==> config.mk <==
export PLATFORM = sky130hd
export DESIGN_NAME = power_mode_controller
export DESIGN_NICKNAME = d
export VERILOG_FILES = /design/src/include/pmc_pkg.sv /design/src/pmc_sync.sv /design/src/pmc_apb_regs.sv /design/src/power_mode_controller.sv
export SDC_FILE = /design/constraint.sdc
export NUM_CORES = 1
export LEC_CHECK = 0
export BUFFER_PORTS_ARGS = -buffer_cell sky130_fd_sc_hd__buf_2
export CAP_MARGIN = 20
export CELL_PAD_IN_SITES_DETAIL_PLACEMENT = 2
export CELL_PAD_IN_SITES_GLOBAL_PLACEMENT = 2
export CORE_MARGIN = 2
export CORE_UTILIZATION = 32
export CTS_CLUSTER_DIAMETER = 80
export CTS_CLUSTER_SIZE = 30
export DETAILED_ROUTE_END_ITERATION = 10
export GPL_TIMING_DRIVEN = 0
export HOLD_SLACK_MARGIN = 0.03
export PLACE_DENSITY = 0.84
export SLEW_MARGIN = 5
export SYNTH_ARGS = -nofsm -noshare
export SYNTH_HDL_FRONTEND = slang
export SYNTH_SLANG_ARGS = --single-unit
==> constraint.sdc <==
create_clock -name pclk -period 2.3 [get_ports pclk]
set_input_delay 0.575 -clock pclk [delete_from_list [all_inputs] [get_ports pclk]]
set_output_delay 0.575 -clock pclk [all_outputs]
set_load 0.01 [all_outputs]
==> src/include/pmc_pkg.sv <==
/*
 holds the register map, field layout, mode and policy encodings and bundled output type
 of the operating-mode controller. assumes a single 200 MHz pclk domain and an apb master.
*/
package pmc_pkg;

   localparam logic [7:0] policy_offset = 8'h00;
   localparam logic [7:0] status_offset = 8'h04;
   localparam logic [7:0] config_offset = 8'h08;

   localparam int policy_level_lsb = 0;
   localparam int policy_sub_lsb = 4;
   localparam int config_reduced_bit = 0;

   localparam logic [2:0] policy_level_reset = 3'h0;
   localparam logic [1:0] policy_sub_reset = 2'h0;
   localparam logic config_reduced_reset = 1'b0;

   // debounce of pin-match wake: hold time in ns and derived cycles
   localparam int clk_period_ps = 5000;
   localparam int wake_hold_ns = 20;
   localparam int wake_hold_cycles = (wake_hold_ns * 1000 + clk_period_ps - 1) / clk_period_ps;

   localparam int num_fast_req = 6;

   // gray along run -> sleep -> stop -> standby -> shutdown
   typedef enum logic [2:0] {
      mode_run = 3'h0,
      mode_sleep = 3'h1,
      mode_stop = 3'h3,
      mode_standby = 3'h2,
      mode_shutdown = 3'h6
   } mode_t;

   typedef enum logic [1:0] {
      bus_clk_full = 2'h0,
      bus_clk_4mhz = 2'h1,
      bus_clk_32khz = 2'h2,
      bus_clk_off = 2'h3
   } bus_clk_t;

   typedef struct packed {
      logic core_clock_en;
      logic main_clock_en;
      logic main_clock_from_slow;
      logic fast_internal_osc_en;
      logic fast_osc_gear_4mhz;
      logic slow_internal_osc_en;
      bus_clk_t low_power_bus_clock;
      logic low_speed_clocks_all;
      logic designated_general_timers_clk;
      logic high_speed_domain_pwr;
      logic low_speed_domain_pwr;
      logic core_regulator_en;
   } power_ctrl_t;

endpackage

==> src/pmc_sync.sv <==
/*
 three-flop synchroniser with agreement filter for pins arriving from outside pclk.
 assumes the input is a plain level.
*/
`timescale 1ns/1ps
module pmc_sync #(
   parameter int width = 1
) (
   input wire logic pclk,
   input wire logic presetn,
   input wire logic [width-1:0] async_in,
   output logic [width-1:0] sync_out
);
   logic [width-1:0] s1_reg;
   logic [width-1:0] s2_reg;
   logic [width-1:0] s3_reg;
   logic [width-1:0] out_next;

   // a bit changes only once the second and third stages agree
   assign out_next = (s2_reg & s3_reg) | (sync_out & (s2_reg | s3_reg));

   always_ff @(posedge pclk or negedge presetn) begin
      if (!presetn) begin
         s1_reg <= '0;
         s2_reg <= '0;
         s3_reg <= '0;
         sync_out <= '0;
      end else begin
         s1_reg <= async_in;
         s2_reg <= s1_reg;
         s3_reg <= s2_reg;
         sync_out <= out_next;
      end
   end
endmodule // pmc_sync

==> src/pmc_apb_regs.sv <==
/*
 apb slave holding the power policy and variant registers and reading back the mode.
 assumes a standard apb master with 32-bit data; answers with zero wait states.
*/
`timescale 1ns/1ps
module pmc_apb_regs (
   input wire logic pclk,
   input wire logic presetn,
   input wire logic psel,
   input wire logic penable,
   input wire logic pwrite,
   input wire logic [7:0] paddr,
   input wire logic [31:0] pwdata,
   input wire logic [3:0] pstrb,
   output logic [31:0] prdata,
   output logic pready,
   output logic pslverr,
   input wire logic [2:0] mode_now,
   input wire logic [1:0] run_sub_now,
   output logic [2:0] policy_level,
   output logic [1:0] policy_sub,
   output logic reduced_variant
);
   logic [2:0] level_reg;
   logic [1:0] sub_reg;
   logic reduced_reg;
   logic [31:0] prdata_next;
   logic wr_en;
   logic hit_policy;
   logic hit_status;
   logic hit_config;
   logic mapped;
   logic policy_legal;
   logic [2:0] wr_level;
   logic [1:0] wr_sub;

   assign hit_policy = paddr == pmc_pkg::policy_offset;
   assign hit_status = paddr == pmc_pkg::status_offset;
   assign hit_config = paddr == pmc_pkg::config_offset;
   assign mapped = hit_policy | hit_status | hit_config;
   assign wr_en = psel & penable & pwrite & pstrb[0];
   assign wr_level = pwdata[pmc_pkg::policy_level_lsb +: 3];
   assign wr_sub = pwdata[pmc_pkg::policy_sub_lsb +: 2];

   // levels 0..4 only; sub 3 never; stop 1 missing on reduced variant
   assign policy_legal = (wr_level <= 3'h4) && (wr_sub != 2'h3)
      && !(wr_level == 3'h2 && wr_sub == 2'h1 && reduced_reg)
      && !((wr_level == 3'h3) && (wr_sub == 2'h2));

   assign pready = 1'b1;
   assign pslverr = psel & penable & (!mapped | (pwrite & hit_policy & !policy_legal)
      | (pwrite & hit_status));

   always_comb begin
      prdata_next = 32'h0000_0000;
      if (hit_policy) begin
         prdata_next[pmc_pkg::policy_level_lsb +: 3] = level_reg;
         prdata_next[pmc_pkg::policy_sub_lsb +: 2] = sub_reg;
      end else if (hit_status) begin
         prdata_next[2:0] = mode_now;
         prdata_next[5:4] = run_sub_now;
      end else if (hit_config) begin
         prdata_next[pmc_pkg::config_reduced_bit] = reduced_reg;
      end
   end

   always_ff @(posedge pclk or negedge presetn) begin
      if (!presetn) begin
         level_reg <= pmc_pkg::policy_level_reset;
         sub_reg <= pmc_pkg::policy_sub_reset;
         reduced_reg <= pmc_pkg::config_reduced_reset;
         prdata <= 32'h0000_0000;
      end else begin
         if (wr_en && hit_policy && policy_legal) begin
            level_reg <= wr_level;
            sub_reg <= wr_sub;
         end
         if (wr_en && hit_config) begin
            reduced_reg <= pwdata[pmc_pkg::config_reduced_bit];
         end
         if (psel && !penable && !pwrite) begin
            prdata <= prdata_next;
         end
      end
   end

   assign policy_level = level_reg;
   assign policy_sub = sub_reg;
   assign reduced_variant = reduced_reg;
endmodule // pmc_apb_regs

==> src/power_mode_controller.sv <==
/*
 operating-mode controller: steps run/sleep/stop/standby/shutdown and drives clock gates,
 oscillator enables and domain power. assumes power-on reset on presetn, a core that
 pulses wait_entry when it executes a wait instruction, and wake pins from outside pclk.
*/
`timescale 1ns/1ps
module power_mode_controller #(
   parameter int num_fast_req = pmc_pkg::num_fast_req,
   parameter int num_match_pins = 4
) (
   input wire logic pclk,
   input wire logic presetn,
   input wire logic psel,
   input wire logic penable,
   input wire logic pwrite,
   input wire logic [7:0] paddr,
   input wire logic [31:0] pwdata,
   input wire logic [3:0] pstrb,
   output logic [31:0] prdata,
   output logic pready,
   output logic pslverr,
   input wire logic wait_entry,
   input wire logic periph_irq,
   input wire logic [num_fast_req-1:0] fast_clock_req,
   input wire logic external_reset_pin_n,
   input wire logic debug_wire_wake,
   input wire logic [num_match_pins-1:0] match_pins,
   input wire logic [num_match_pins-1:0] match_level,
   output pmc_pkg::power_ctrl_t power_ctrl,
   output logic [2:0] mode_out,
   output logic fast_clock_grant
);
   logic [2:0] policy_level;
   logic [1:0] policy_sub;
   logic reduced_variant;
   pmc_pkg::mode_t mode_reg;
   pmc_pkg::mode_t mode_next;
   logic [1:0] sub_reg;
   logic [1:0] sub_next;
   logic [1:0] run_sub_reg;
   logic [1:0] run_sub_next;
   logic [1:0] fast_from_run_reg;
   logic boost_reg;
   logic boost_next;
   logic [num_match_pins+1:0] async_pins;
   logic [num_match_pins+1:0] synced_pins;
   logic [num_fast_req-1:0] req_synced;
   logic reset_pin_wake;
   logic debug_wake;
   logic pin_match;
   logic match_hold_done;
   logic [7:0] match_cnt_reg;
   logic any_fast_req;
   logic shutdown_wake;
   logic [2:0] target_level;
   pmc_pkg::power_ctrl_t ctrl_next;

   localparam logic [7:0] match_hold = 8'(pmc_pkg::wake_hold_cycles);

   function automatic pmc_pkg::mode_t level_to_mode(input logic [2:0] lvl);
      case (lvl)
         3'h0: level_to_mode = pmc_pkg::mode_run;
         3'h1: level_to_mode = pmc_pkg::mode_sleep;
         3'h2: level_to_mode = pmc_pkg::mode_stop;
         3'h3: level_to_mode = pmc_pkg::mode_standby;
         3'h4: level_to_mode = pmc_pkg::mode_shutdown;
         default: level_to_mode = pmc_pkg::mode_run;
      endcase
   endfunction

   pmc_apb_regs regs (
      .pclk(pclk),
      .presetn(presetn),
      .psel(psel),
      .penable(penable),
      .pwrite(pwrite),
      .paddr(paddr),
      .pwdata(pwdata),
      .pstrb(pstrb),
      .prdata(prdata),
      .pready(pready),
      .pslverr(pslverr),
      .mode_now(mode_reg),
      .run_sub_now(run_sub_reg),
      .policy_level(policy_level),
      .policy_sub(policy_sub),
      .reduced_variant(reduced_variant)
   );

   // reset pin is active low; invert so the synchroniser resets to "no wake"
   assign async_pins = {~external_reset_pin_n, debug_wire_wake, match_pins ^ ~match_level};

   pmc_sync #(
      .width(num_match_pins + 2)
   ) pin_sync (
      .pclk(pclk),
      .presetn(presetn),
      .async_in(async_pins),
      .sync_out(synced_pins)
   );

   // requests come from peripherals on other clocks, so they are synchronised too
   pmc_sync #(
      .width(num_fast_req)
   ) req_sync (
      .pclk(pclk),
      .presetn(presetn),
      .async_in(fast_clock_req),
      .sync_out(req_synced)
   );

   assign reset_pin_wake = synced_pins[num_match_pins + 1];
   assign debug_wake = synced_pins[num_match_pins];
   assign pin_match = |synced_pins[num_match_pins-1:0];
   assign any_fast_req = |req_synced;
   assign match_hold_done = match_cnt_reg >= match_hold;
   assign shutdown_wake = reset_pin_wake | debug_wake | match_hold_done;
   assign target_level = policy_level;

   // policy 1 of stop silently falls back to stop 0 on the reduced variant
   always_comb begin
      mode_next = mode_reg;
      sub_next = sub_reg;
      run_sub_next = run_sub_reg;
      boost_next = 1'b0;
      case (mode_reg)
         pmc_pkg::mode_run: begin
            if (target_level == 3'h0) begin
               run_sub_next = policy_sub;
               sub_next = policy_sub;
            end
            if (wait_entry && target_level != 3'h0) begin
               mode_next = level_to_mode(target_level);
               sub_next = policy_sub;
               if (target_level == 3'h2 && policy_sub == 2'h1 && reduced_variant) begin
                  sub_next = 2'h0;
               end
            end
         end
         pmc_pkg::mode_sleep, pmc_pkg::mode_stop, pmc_pkg::mode_standby: begin
            // no boost on the wake edge, or a grant would outlive the low mode
            boost_next = any_fast_req && mode_reg != pmc_pkg::mode_sleep && !periph_irq;
            if (periph_irq) begin
               mode_next = pmc_pkg::mode_run;
               sub_next = run_sub_reg;
            end
         end
         pmc_pkg::mode_shutdown: begin
            if (shutdown_wake) begin
               mode_next = pmc_pkg::mode_run;
               run_sub_next = 2'h0;
               sub_next = 2'h0;
            end
         end
         default: begin
            mode_next = pmc_pkg::mode_run;
            sub_next = 2'h0;
         end
      endcase
   end

   // output decode per mode and policy
   always_comb begin
      ctrl_next = '0;
      ctrl_next.core_regulator_en = 1'b1;
      ctrl_next.slow_internal_osc_en = 1'b1;
      ctrl_next.low_speed_domain_pwr = 1'b1;
      ctrl_next.low_speed_clocks_all = 1'b1;
      ctrl_next.designated_general_timers_clk = 1'b1;
      ctrl_next.low_power_bus_clock = pmc_pkg::bus_clk_full;
      case (mode_reg)
         pmc_pkg::mode_run: begin
            ctrl_next.core_clock_en = 1'b1;
            ctrl_next.main_clock_en = 1'b1;
            ctrl_next.high_speed_domain_pwr = 1'b1;
            ctrl_next.main_clock_from_slow = sub_reg != 2'h0;
            ctrl_next.fast_internal_osc_en = sub_reg != 2'h2;
         end
         pmc_pkg::mode_sleep: begin
            ctrl_next.main_clock_en = 1'b1;
            ctrl_next.high_speed_domain_pwr = 1'b1;
            ctrl_next.main_clock_from_slow = sub_reg != 2'h0;
            ctrl_next.fast_internal_osc_en = sub_reg != 2'h2;
         end
         pmc_pkg::mode_stop: begin
            case (sub_reg)
               2'h0: begin
                  ctrl_next.low_power_bus_clock = pmc_pkg::bus_clk_4mhz;
                  ctrl_next.fast_internal_osc_en = fast_from_run_reg != 2'h2;
               end
               2'h1: begin
                  ctrl_next.low_power_bus_clock = pmc_pkg::bus_clk_4mhz;
                  ctrl_next.fast_internal_osc_en = 1'b1;
                  ctrl_next.fast_osc_gear_4mhz = 1'b1;
               end
               default: begin
                  ctrl_next.low_power_bus_clock = pmc_pkg::bus_clk_32khz;
               end
            endcase
            // a fast request lifts the bus clock back to full speed for service
            if (boost_reg) begin
               ctrl_next.fast_internal_osc_en = 1'b1;
               ctrl_next.low_power_bus_clock = pmc_pkg::bus_clk_full;
            end
         end
         pmc_pkg::mode_standby: begin
            ctrl_next.low_power_bus_clock = pmc_pkg::bus_clk_32khz;
            ctrl_next.low_speed_clocks_all = sub_reg == 2'h0;
            if (boost_reg) begin
               ctrl_next.fast_internal_osc_en = 1'b1;
               ctrl_next.low_power_bus_clock = pmc_pkg::bus_clk_4mhz;
               ctrl_next.low_speed_clocks_all = 1'b1;
            end
         end
         pmc_pkg::mode_shutdown: begin
            ctrl_next = '0;
            ctrl_next.low_power_bus_clock = pmc_pkg::bus_clk_off;
         end
         default: begin
            ctrl_next.core_clock_en = 1'b1;
         end
      endcase
   end

   always_ff @(posedge pclk or negedge presetn) begin
      if (!presetn) begin
         mode_reg <= pmc_pkg::mode_run;
         sub_reg <= 2'h0;
         run_sub_reg <= 2'h0;
         fast_from_run_reg <= 2'h0;
         boost_reg <= 1'b0;
         match_cnt_reg <= 8'h00;
      end else begin
         mode_reg <= mode_next;
         sub_reg <= sub_next;
         run_sub_reg <= run_sub_next;
         boost_reg <= boost_next;
         if (mode_reg == pmc_pkg::mode_run) begin
            fast_from_run_reg <= sub_reg;
         end
         // pin match must hold a few cycles to count, so glitches cannot wake
         if (mode_reg == pmc_pkg::mode_shutdown && pin_match) begin
            if (!match_hold_done) begin
               match_cnt_reg <= match_cnt_reg + 8'h01;
            end
         end else begin
            match_cnt_reg <= 8'h00;
         end
      end
   end

   // registered outputs, one cycle behind the mode
   always_ff @(posedge pclk or negedge presetn) begin
      if (!presetn) begin
         power_ctrl <= '0;
         mode_out <= 3'h0;
         fast_clock_grant <= 1'b0;
      end else begin
         power_ctrl <= ctrl_next;
         mode_out <= mode_reg;
         fast_clock_grant <= boost_reg;
      end
   end
endmodule // power_mode_controller

==> out/summary.log <==
INFO  status         run_status=completed
INFO  clock_network  clockRootBuffer=sky130_fd_sc_hd__clkbuf_8
INFO  timing         finalCriticalPeriod=2.151ns
INFO  timing         timing.clock.skew=0.01487ns
INFO  cells_and_area flow.area_growth_from_synthesis=22.36%
INFO  clock_network  tritoncts=yes
INFO  critical_path  path_buf_inv=1
INFO  timing         achievable-frequency=0.4648GHz
INFO  timing         setup_repair_after_global_routing_missed_its_margin=false
INFO  global_route   globalRouteOverflowTotal=0
INFO  clock_network  h-tree-depth=3
INFO  synthesis      synth_seq_cells=90
INFO  cells_and_area largest_register_ffs=9
INFO  critical_path  crit_path_max_incr_delay=0.42ns
INFO  cells_and_area seqCellArea=2252µm²
INFO  clock_network  number_of_gates_given_a_new_drive_strength_after_cts=0
INFO  timing         minimum_hold_slack=0.1087ns
INFO  route          drc=0
INFO  synthesis      synth_compound_area_share=5.803%
INFO  critical_path  crit-reg2reg-launch=mode_reg[2]$_DFFE_PN0P_
INFO  global_route   global_route.usage.met2=24.38%
INFO  synthesis      ys.warnings.count=0
INFO  route          drt-initial-drc-count=64
INFO  synthesis      syn-cell-area=3515µm²
INFO  power          power.switching_fraction=24.21%
INFO  synthesis      synth_top_family_by_area=simple AND/OR/NAND/NOR gates
INFO  synthesis      synth.distinct_cells=46
INFO  clock_network  numCtsBuffers=9
INFO  route          post_drt_via_cell_ratio=4.467
INFO  clock_network  clock_insertion_delay_worst_skew=0.37ns
INFO  floorplanning  io_pins=118
INFO  cells_and_area layout-drive-gt1-share=31.91%
INFO  critical_path  worst-path-max-fanout=4
INFO  placement      gp_routability_congestion=0.7846
INFO  global_route   global_route.usage.met1=17.19%
INFO  timing         setup_viol_count_final=0
INFO  critical_path  worst_setup_path_type=reg -> out
INFO  route          wl_per_cell=15.12µm
INFO  critical_path  worst_path_max_delay_cell=sky130_fd_sc_hd__dfrtp_1
INFO  clock_network  ctsHoldBuffers=0
INFO  floorplanning  fp_rows=38
INFO  route          vias=2305
INFO  synthesis      synth_edf_count=0
INFO  synthesis      post_synth.cell_area_avg=12.78µm²
INFO  critical_path  critical_path.endpoint_type=primary output
INFO  cells_and_area final_common_cell=sky130_fd_sc_hd__dfrtp_1
INFO  floorplanning  initial_utilization=32.56%
INFO  route          firstDrtPassIters=4
INFO  synthesis      synth_ff_type=sky130_fd_sc_hd__dfrtp_1
INFO  timing         worst_margin_slew=0.5923ns
INFO  critical_path  worstSetupStartpointType=flop
INFO  timing         timing.final.ws_setup=0.1487ns
INFO  timing         final_worst_path_cycle_share=93.54%
INFO  cells_and_area multi_input_comb_area=1059µm²
INFO  min_path       min-delay-path-class=in -> async
INFO  critical_path  worstPathRequired=1.73ns
INFO  synthesis      synth-seq-area-share=64.08%
INFO  synthesis      synthMuxAreaShare=5.091%
INFO  placement      port_buffers=58
INFO  floorplanning  die_x=108.8µm
INFO  clock_network  cts_max_path_buffers=2
INFO  critical_path  timing.critical_path.cells=nand4b_1, a41oi_1, o22ai_1, a21oi_1, buf_2
INFO  power          power.ir.vdd_worst=289.9µV
INFO  route          drtAntennaViolNets=0
INFO  power          power_share_of_the_clock_group=36.3%
INFO  global_route   maximum_number_of_pins_on_one_net_before_global_route_repair=67
INFO  cells_and_area fillCellCount=1140
INFO  power          power_frac_seq=56.9%
INFO  cells_and_area layout.cells.most_common_list=sky130_fd_sc_hd__dfrtp_1, sky130_fd_sc_hd__buf_2, sky130_fd_sc_hd__buf_4, sky130_fd_sc_hd__conb_1, sky130_fd_sc_hd__nand2_1
INFO  power          post-layout-total-power=2.978mW
INFO  global_route   first_pass_grt_wire_length=12.66mm
INFO  timing         timing.final.max_slew_violations=0
INFO  timing         slew_headroom=60.21%
INFO  critical_path  setup.worst_path.start=regs.reduced_variant$_DFFE_PN0P_
INFO  global_route   via_count_of_the_first_global_routing_pass=2480
INFO  placement      dpl_worst_slack=0.1235ns
INFO  floorplanning  die_h=108.8µm
INFO  timing         hold_violations=0
INFO  critical_path  worst_path_dominant_cell_family=compound AO/OA/AOI/OAI gates
INFO  synthesis      synthCells=275
INFO  route          wirelength=7.801mm
INFO  floorplanning  core_region_area=10790µm²
INFO  synthesis      synthXorXnorAreaFrac=1.495%
INFO  critical_path  cp.arrival=1.58ns
INFO  global_route   grt_antenna_before_repair=0
INFO  cells_and_area insertedDiodeCount=0
INFO  power          power.leakage=2.090nW
INFO  global_route   busiest_layer=met2
INFO  placement      post-dp-hpwl=5.723mm
INFO  floorplanning  floorplan_die_area=11840µm²
INFO  clock_network  cts_sinks=90
INFO  power          power_report.internal_total=2.257mW
INFO  synthesis      synth_simple_gate_area_share=10.61%
INFO  cells_and_area design.final.nets=440
INFO  power          pwr-share-comb=6.9%
INFO  clock_network  post-cts-setup-buffers=0
INFO  power          psw=720.9µW
INFO  clock_network  clk_transition_reported_paths=0.09ns
INFO  flow_run       drv_cap=0
INFO  global_route   globalRouteMet3Util=3.586%
INFO  synthesis      asyncSetResetFlopFracSynth=100.0%
INFO  synthesis      yosys.area_share.adder=4.130%
INFO  power          total_power_density_per_cell_area=692.5nW/µm²
INFO  global_route   grt_util_all_layers=14.22%
-- final timing paths --
kind / slack [ns] / cells after the start / end
worst min-delay path: 0.11 / 1 / mode_out[2]$_DFF_PN0_
worst min register to register: 0.35 / 0 / req_sync.s2_reg[3]$_DFF_PN0_
max in group asynchronous: 1.56 / 2 / req_sync.s2_reg[3]$_DFF_PN0_
min in group pclk: 0.31 / 1 / req_sync.s1_reg[2]$_DFF_PN0_
worst max register to register: 0.36 / 5 / run_sub_reg[0]$_DFFE_PN0P_
worst max-delay path: 0.15 / 5 / pslverr
-- layer usage --
metal,wire [µm],vias to the layer above
met5,0,-
met2,4003,65
li1,-,1064
met3,414,13
met4,111,0
met1,3271,1163
-- power groups by stage --
stage / Sequential, mW / Combinational, mW / Clock, mW
after global routing: 1.71 / 0.229 / 1.20
final: 1.69 / 0.205 / 1.08
after CTS: 1.70 / 0.206 / 1.12
after global placement: 1.72 / 0.188 / 0
after detailed placement: 1.73 / 0.204 / 0
after floorplan: 1.71 / 0.112 / 0
-- worst register-to-register path: cells and delay by family (launching register included) --
| family | cells | cell delay, ns |
|---|---|---|
| compound gates | 2 | 0.41 |
| flops | 1 | 0.39 |
| simple gates | 2 | 0.84 |
| buf+inv | 1 | 0.20 |
-- metrics by stage --
step / cells / util (%) / area (µm²) / setup TNS [ns]
floorplan: 301 / - / 3612 / 0
global placement: 499 / 37.78 / 4078 / -6.534
detailed placement: 500 / 38.06 / 4108 / 0
CTS: 516 / 39.84 / 4300 / 0
global route: 516 / 39.84 / 4300 / 0
finish: 516 / 39.84 / 4300 / 0
-- kinds of logic after synthesis --
group                      after synthesis
and+or+nand+nor                         70
buffers and inverters                   46
xor gates and xnor gates                 6
AOI/OAI and AO/OA                       32
muxes                                   15
other                                    2
DFF                                     90
adders and majority gates               14
-- cell usage after synthesis (2+ instances only) --
master / count / area [µm²]
sky130_fd_sc_hd__nand3b_1: 2 / 15.01
sky130_fd_sc_hd__o21ai_0: 14 / 70.07
sky130_fd_sc_hd__and2_1: 5 / 31.28
sky130_fd_sc_hd__nand4_1: 3 / 18.77
sky130_fd_sc_hd__a22o_1: 2 / 17.52
sky130_fd_sc_hd__and3_1: 2 / 12.51
sky130_fd_sc_hd__nor2_1: 16 / 60.06
sky130_fd_sc_hd__a41oi_1: 2 / 17.52
sky130_fd_sc_hd__dfrtp_1: 90 / 2252
sky130_fd_sc_hd__mux2_4: 5 / 75.07
sky130_fd_sc_hd__nor2b_1: 4 / 25.02
sky130_fd_sc_hd__nand3_1: 4 / 20.02
sky130_fd_sc_hd__nor4_1: 2 / 12.51
sky130_fd_sc_hd__inv_1: 8 / 30.03
sky130_fd_sc_hd__nand2_1: 18 / 67.56
sky130_fd_sc_hd__maj3_1: 12 / 120.1
sky130_fd_sc_hd__buf_4: 32 / 240.2
sky130_fd_sc_hd__o311a_1: 2 / 20.02
sky130_fd_sc_hd__mux2i_1: 7 / 70.07
sky130_fd_sc_hd__clkbuf_1: 4 / 15.01
sky130_fd_sc_hd__nor3_1: 3 / 15.01
sky130_fd_sc_hd__a21oi_1: 4 / 20.02
sky130_fd_sc_hd__xnor2_1: 6 / 52.55
sky130_fd_sc_hd__ha_1: 2 / 25.02
sky130_fd_sc_hd__o22ai_1: 2 / 12.51
sky130_fd_sc_hd__mux2_2: 3 / 33.78
sky130_fd_sc_hd__conb_1: 2 / 7.510
-- cell type report --
cell class | instances | area share, %
multi-input combinational | 165 | 24.61
tap | 140 | 4.073
timing repair buffer | 59 | 7.448
clock inverter | 6 | 1.513
sequential | 90 | 52.37
clock buffer | 10 | 2.968
buffer | 38 | 6.314
inverter | 8 | 0.6983
Power figures use the tool's default switching activity.
